[config.mk]
export PLATFORM = sky130hd
export DESIGN_NAME = oscillation_stabilization_counter
export DESIGN_NICKNAME = d
export VERILOG_FILES = /design/src/rtl/stab_pkg.sv /design/src/rtl/stab_if.sv /design/src/rtl/status_ladder.sv /design/src/rtl/oscillation_stabilization_counter.sv
export SDC_FILE = /design/constraint.sdc
export NUM_CORES = 1
export LEC_CHECK = 0
export BUFFER_PORTS_ARGS = -buffer_cell sky130_fd_sc_hd__buf_2
export CAP_MARGIN = 20
export CORE_MARGIN = 5
export CORE_UTILIZATION = 40
export DETAILED_ROUTE_END_ITERATION = 8
export GPL_ROUTABILITY_DRIVEN = 0
export SYNTH_ARGS = -nofsm -noshare
export SYNTH_HDL_FRONTEND = slang
export SYNTH_SLANG_ARGS = --single-unit
[constraint.sdc]
create_clock -name clock -period 5.55 [get_ports clock]
set_clock_uncertainty 0.15 [all_clocks]
set_input_delay 0.555 -clock clock [delete_from_list [all_inputs] [get_ports clock]]
set_output_delay 0.555 -clock clock [all_outputs]
set_load 0.01 [all_outputs]
[src/rtl/stab_pkg.sv]
package stab_pkg;
  // ----------------------------------------
  // Status layout and selection
  // ----------------------------------------
  localparam int STATUS_W = 8;
  localparam int SEL_W = 3;
  // Count exponent of the first status bit; each later bit adds one to it
  localparam int FIRST_SHIFT = 9;
  localparam int CNT_W = FIRST_SHIFT + STATUS_W;
  localparam logic [STATUS_W-1:0] STATUS_RESET = 8'h00;
  localparam logic [CNT_W-1:0] COUNT_RESET = 17'h0_0000;
  localparam logic [CNT_W-1:0] COUNT_ONE = 17'h0_0001;

  // ----------------------------------------
  // Timing
  // ----------------------------------------
  localparam int CLOCK_HZ = 20_000_000;
  localparam int MIN_TIME_US = 20;
  // Shortest legal wait in clock cycles, rounded down
  localparam int MIN_CYCLES = (MIN_TIME_US * (CLOCK_HZ / 1_000_000) + 0);

  // Count at which status bit idx becomes 1
  function automatic logic [CNT_W-1:0] threshold(input logic [SEL_W-1:0] idx);
    threshold = COUNT_ONE << (FIRST_SHIFT + int'(idx));
  endfunction : threshold
endpackage : stab_pkg

[src/rtl/stab_if.sv]
`timescale 1ns/1ps
interface stab_if;
  import stab_pkg::*;
  logic [CNT_W-1:0] count;
  logic [SEL_W-1:0] select;
  logic [STATUS_W-1:0] ladder;
  logic at_target;
  modport counter (output count, output select, input ladder, input at_target);
  modport decode (input count, input select, output ladder, output at_target);
endinterface : stab_if

[src/rtl/status_ladder.sv]
`timescale 1ns/1ps
module status_ladder
  import stab_pkg::*;
(
  stab_if.decode bus
);
  // ----------------------------------------
  // Threshold decode
  // ----------------------------------------
  // Bit k passed only while k is within the selected time
  genvar k;
  for (k = 0; k < STATUS_W; k++) begin : g_bit
    localparam logic [SEL_W-1:0] IDX = SEL_W'(k);
    wire reached = bus.count >= threshold(IDX);
    assign bus.ladder[k] = reached && (IDX <= bus.select);
  end

  // End of count at the selected time
  assign bus.at_target = bus.count >= threshold(bus.select);
endmodule : status_ladder

[src/rtl/oscillation_stabilization_counter.sv]
`timescale 1ns/1ps
// How it works
// - Status bits become 1 in order from the first bit and stay 1.
// - Counter counts up only until the selected stabilization time, then stops.
// - After a stop release, status shows only up to the selected time.
// - Counting starts only once the main oscillator is actually oscillating.
module oscillation_stabilization_counter
  import stab_pkg::*;
(
  input wire logic clock,
  input wire logic srst,
  input wire logic clock_enable,
  input wire logic osc_start,
  input wire logic stop_release,
  input wire logic osc_present,
  input wire logic [SEL_W-1:0] stabilization_time_select,
  output logic [STATUS_W-1:0] stabilization_status_register,
  output logic stabilization_done
);
  // ----------------------------------------
  // Behaviour notes
  // ----------------------------------------
  // The counter starts from zero on every oscillator start and on every
  // stop release. It only advances while the synchronised presence flag
  // is high. The time before the oscillator really swings is therefore
  // never counted. A missing oscillator freezes the count without
  // clearing it, so a late start resumes where it stopped.
  //
  // Status bit k becomes 1 one edge after the count reaches its
  // threshold, as long as k is not above the live select. Thresholds
  // double from bit to bit, and the first one is 512 cycles. At the
  // 50 ns clock that is well above the shortest legal wait. Bits are
  // only ever ORed in, so once set they stay set until the next restart.
  //
  // The select is read live and is not latched. Lowering it below the
  // current count ends the wait at once. Raising it mid-count lets the
  // counter run on. Both are software's business; the status never
  // shows a bit above the select that it had when that bit was set.
  //
  // Clock enable low holds every flop, including the synchroniser, so
  // a frozen clock domain neither counts nor loses presence history.
  //
  // A restart in the same cycle as a new status bit wins: restart
  // means the wait begins again, so no stale bit may survive it.

  stab_if bus ();

  logic osc_meta;
  logic osc_seen;
  logic [CNT_W-1:0] count;

  // ----------------------------------------
  // Threshold decode
  // ----------------------------------------
  status_ladder u_ladder (
    .bus(bus.decode)
  );

  assign bus.count = count;
  assign bus.select = stabilization_time_select;

  // ----------------------------------------
  // Next state
  // ----------------------------------------
  // Restart on oscillator start or stop release
  wire restart = osc_start || stop_release;
  wire advance = osc_seen && !bus.at_target;
  wire [CNT_W-1:0] next_count = restart ? COUNT_RESET :
                                advance ? CNT_W'(count + COUNT_ONE) : count;
  wire [STATUS_W-1:0] next_status = restart ? STATUS_RESET :
                                    (stabilization_status_register | bus.ladder);
  wire next_done = !restart && bus.at_target;

  // ----------------------------------------
  // Oscillation-present synchroniser
  // ----------------------------------------
  always_ff @(posedge clock) begin
    if (srst) begin
      osc_meta <= 1'b0;
      osc_seen <= 1'b0;
    end else if (clock_enable) begin
      osc_meta <= osc_present;
      osc_seen <= osc_meta;
    end
  end

  // ----------------------------------------
  // Counter and status
  // ----------------------------------------
  always_ff @(posedge clock) begin
    if (srst) begin
      count <= COUNT_RESET;
      stabilization_status_register <= STATUS_RESET;
      stabilization_done <= 1'b0;
    end else if (clock_enable) begin
      count <= next_count;
      stabilization_status_register <= next_status;
      stabilization_done <= next_done;
    end
  end

  // ----------------------------------------
  // Checks
  // ----------------------------------------
  // Status bits never fall without a restart
  status_sticky_a: assert property (@(posedge clock) disable iff (srst)
    !$past(restart) && $past(clock_enable) |->
      ((stabilization_status_register & $past(stabilization_status_register))
        == $past(stabilization_status_register)))
    else $error("status bit cleared without restart");

  // Status fills from the first bit upward
  status_order_a: assert property (@(posedge clock) disable iff (srst)
    ((stabilization_status_register & (stabilization_status_register + 8'h01)) == 8'h00))
    else $error("status bits not contiguous from first bit");

  // Counter holds once the selected time is reached
  count_stop_a: assert property (@(posedge clock) disable iff (srst)
    clock_enable && !restart && bus.at_target |=> $stable(count))
    else $error("counter ran past selected time");

  // Counter never exceeds the selected threshold unless the select is lowered below the count
  count_bound_a: assert property (@(posedge clock) disable iff (srst)
    $stable(stabilization_time_select) |-> count <= threshold(stabilization_time_select))
    else $error("counter above selected threshold");

  // Status limited to the selected time
  status_limit_a: assert property (@(posedge clock) disable iff (srst)
    ($stable(stabilization_time_select) && !$past(restart)) |->
      ((stabilization_status_register >> stabilization_time_select) <= 8'h01))
    else $error("status beyond selected time");

  // No counting without oscillation
  count_gate_a: assert property (@(posedge clock) disable iff (srst)
    clock_enable && !restart && !osc_seen |=> $stable(count))
    else $error("counted without oscillation");

  // Counter advances by one each edge while oscillation is seen and the target is not reached
  count_start_a: assert property (@(posedge clock) disable iff (srst)
    clock_enable && !restart && osc_seen && !bus.at_target |=> count == $past(count) + 17'h0_0001)
    else $error("counter did not advance");

  // Restart clears counter, status and done
  restart_clear_a: assert property (@(posedge clock) disable iff (srst)
    clock_enable && restart |=> (count == COUNT_RESET) &&
      (stabilization_status_register == STATUS_RESET) && !stabilization_done)
    else $error("restart did not clear state");

  // Done follows the target one edge later
  done_set_a: assert property (@(posedge clock) disable iff (srst)
    clock_enable && !restart && bus.at_target |=> stabilization_done)
    else $error("done missing after target reached");

  // Done stays while the select is unchanged
  done_hold_a: assert property (@(posedge clock) disable iff (srst)
    clock_enable && !restart && stabilization_done && $stable(stabilization_time_select)
      |=> stabilization_done)
    else $error("done dropped without restart");

  // Enable low freezes counter, status and done
  enable_freeze_a: assert property (@(posedge clock) disable iff (srst)
    !clock_enable |=> $stable(count) && $stable(stabilization_status_register) &&
      $stable(stabilization_done))
    else $error("state moved while enable low");

  // Presence flag moves from the first stage to the second
  sync_pass_a: assert property (@(posedge clock) disable iff (srst)
    clock_enable |=> (osc_seen == $past(osc_meta)))
    else $error("presence flag skipped a stage");

  // First bit set once its threshold passes
  first_bit_a: assert property (@(posedge clock) disable iff (srst)
    clock_enable && !restart && (count >= threshold(3'h0)) |=>
      stabilization_status_register[0])
    else $error("first status bit not set");

  // Any set bit implies the first bit
  first_low_a: assert property (@(posedge clock) disable iff (srst)
    (stabilization_status_register != STATUS_RESET) |-> stabilization_status_register[0])
    else $error("status set without first bit");
endmodule : oscillation_stabilization_counter

==> impl_results.md <==
- Outcome: finished clean
- Setup violation total in the final timing report: 0
- Post-synthesis cell type count: 46
- Fmax: approximately 300 MHz
- Core area: ~4100 sq um
- Number of global-route vias before repair: between 1000 and 1500
- CP delay by family, top: compound AO/OA/AOI/OAI gates
- Max FO, Critical Path: 10
- Reg2reg end: bus.count[4]
- Nets: between 200 and 250
- CTS sink count: 28
- Mapped Nets: approximately 240
- Worst hold path endpoint: stabilization_status_register[6]
- Crit path arrival time: 3400 ps
- EDFF count, synth: 0
- Pre-CTS setup slack: 1892 ps
- Pre-antenna DRT Iters: 4
- Layout Area Growth over Synthesis: 9.357%
- DIE AREA: between 5000 and 6000 sq um
- # port buffers: 17
- Hold Path Depth: 2
- Post-synth top area share: between 30% and 40%
- Mean Syn Cell Area: 7.961 sq um
- Initial DRC count: 105
- CP max stage cell: o21a_1
- Overall Global Routing Usage: approximately 16%
- Worst setup EP type: flip-flop
- Fraction of layout instances using a drive strength above 1: a little under an eighth
- I/O pins: 18
- Cell area power density: 190.3 nW/um^2
- Cell taking the most area after synthesis: dfxtp_1
- Initial Utilization: about two fifths
- Synth Warn #: 0
- Mapped Cells: between 200 and 250
- RR Startpoint: bus.count[15]
- RSZ-0062 raised after global routing: no
- Reg2reg path depth: 7
- Peak supply drop: 110.3 uV
- Global-route wire length before repair: 7.113 mm
- Mean routed wirelength per cell: ~15 microns
- Max_cap viols: 0
- CP peak stage delay: approximately 400 ps
- Critical Path Source Type: primary input
- Post_cts resized: 0
- CTS tree: yes
- Min Clock Period, post-route: 3381 ps
- Detailed Place HPWL: 3.083 mm
- Antenna violations before repair: 0
- Synthesized area: around 1700 sq um
- CP Class: in2reg
- DRC Markers: 0
- Clk root buf: clkbuf_8
- Slew @ Worst Pin: a little under 900 ps
- Hold Fails Final Rpt: 0
- Crit path top cell by count: ha_1
- Req. time, crit path: 5570 ps
- Vias: about 1600
- Post-CTS setup buffers: 0
- Leak: ~0.76 nW
- Worst hold path type: reg2reg
- Total CTS buffers: 3
- Post-synth ARST share: 0%
- Clock Tree Buf Depth: 2
- CP bufs+invs: 1
- Slew HR: about two fifths
- Slew Limit Fails: 0
- Die Ht: between 70 and 80 microns
- Pin count of the biggest net entering global routing: 19
- Post-CTS Hold Buffers: 0
- Crit path cell chain: buf_2 -> and2_1 -> ha_1 -> nor2b_1 -> nand2_1 -> ha_1 -> nand4_1 -> o21bai_1 -> a211oi_2 -> o21a_1 -> nor2_1 -> a211o_1
- R2R setup slack: about 3000 ps
- Diode count: 0
- Die width: about 75 microns
- Synth Register Bits: 28
- Clk slew on worst S/H paths: around 90 ps
- Worst setup margin: 2169 ps
- Congestion Overflow GR: 0
- Setup TNS: 0 ps
- Main synth FF type: dfxtp_1
- Synth top area cells: dfxtp_1 (33%), ha_1 (8.0%), nand2_1 (5.0%)
- Vias/cell: a little under 6
- Placement row count: 23
- Worst-Skew Late Latency: ~270 ps
- Final Cycle Share: between 60% and 70%
- H-tree levels: 1
- Sequential fraction of the synthesis area: about 33%
- Post-route ant nets: 0
- Hold Crit Start: stabilization_status_register[6]
- Routed wire length: 4.071 mm
## Yosys cell counts (2+ instances only)
master,n
a31oi_1,6
nor4b_1,2
o311ai_1,3
and4_1,3
o211ai_1,2
mux2i_1,2
a211o_1,4
o2bb2ai_1,2
nor4_1,6
inv_1,7
o31ai_1,4
buf_2,2
clkbuf_1,7
and2_1,2
nor3_1,2
dfxtp_1,28
or4_1,4
a31o_2,2
or3_1,6
o21ai_0,7
a21oi_1,14
nand4_1,6
nor2b_1,2
ha_1,11
nand2_1,23
nand3_1,9
and3_1,5
nand3b_1,5
nor2_1,22
## cells by family (layout without fill, tap and decap cells)
logic type,Yosys count,in the layout,share of synthesized area [%]
and+or+nand+nor,102,102,31.58
AOI/OAI and AO/OA,55,55,22.30
DFF,28,28,32.75
buffers and inverters,16,28,3.656
adders and majority gates,11,11,8.041
muxes,2,2,1.170
xor gates and xnor gates,1,1,0.5118
## per-stage QoR
| stage | power, W | hold WS [ps] | util, % | instances | cell area [sq um] |
|---|---|---|---|---|---|
| floorplan | 0.0002355 | 310.1 | - | 215 | 1712 |
| global placement | 0.0002486 | 282.7 | 44.79 | 274 | 1831 |
| detailed placement | 0.0002489 | 284.9 | 44.79 | 274 | 1831 |
| CTS | 0.0003584 | 299.6 | 45.81 | 277 | 1872 |
| global route | 0.0003752 | 314.9 | 45.81 | 277 | 1872 |
| finish | 0.0003561 | 295.0 | 45.81 | 277 | 1872 |
## report_power, final
group          internal [W]  switching, W  total [W]
Combinational     0.0000138     0.0000283  0.0000421
Sequential         0.000202   0.000000659   0.000202
Clock             0.0000488     0.0000629   0.000112
## layer usage
layer	GRT usage, %	share of wire (%)	vias up
met5	0	0	-
met4	2.330	0.44	0
met3	2.902	6.9	2
met2	25.02	43	53
met1	23.13	49	741
li1	-	-	835
## sequential cells by signal, indices dropped and copies added (netlist names)
signal and cells:
bus.count 17, stabilization_status_register 8, osc_meta 1, osc_seen 1, stabilization_done 1
## how the worst max path moves through the flow
stage / from / end / slack, ps / depth (start not counted)
4_1_cts: stabilization_time_select[1] / bus.count[4] / 2180 / 12
2_1_floorplan: stabilization_time_select[1] / bus.count[4] / 2420 / 12
5_1_grt: stabilization_time_select[1] / bus.count[11] / 1960 / 12
3_3_place_gp: stabilization_time_select[1] / bus.count[4] / 1970 / 12
6_report: stabilization_time_select[1] / bus.count[4] / 2170 / 12
3_5_place_dp: stabilization_time_select[1] / bus.count[5] / 1890 / 12
## layout by cell type (no fill, tap or decap), types with 6 or more instances in the layout
| master | netlist | final |
|---|---|---|
| dfxtp_1 | 28 | 28 |
| nand2_1 | 23 | 23 |
| nor2_1 | 22 | 22 |
| buf_2 | 2 | 17 |
| a21oi_1 | 14 | 14 |
| ha_1 | 11 | 11 |
| nand3_1 | 9 | 9 |
| inv_1 | 7 | 7 |
| o21ai_0 | 7 | 7 |
| a31oi_1 | 6 | 6 |
| or3_1 | 6 | 6 |
| nand4_1 | 6 | 6 |
| nor4_1 | 6 | 6 |
## layout make-up
type | count | area, sq um
clock buffers | 3 | 41.29
repair buffers | 18 | 92.59
multi-input cells | 171 | 1089
fillers | 418 | 2215
flip-flops and latches | 28 | 560.5
inverters | 7 | 26.28
well taps | 50 | 62.56
## worst reg2reg max path: cells and delay by family, from the launching register on
kind / cells / cell delay [ps]
simple gates: 2 / 360
fa+ha+maj: 1 / 300
flops: 1 / 480
compound gates: 4 / 1150
(Power assumes the default switching activity.)
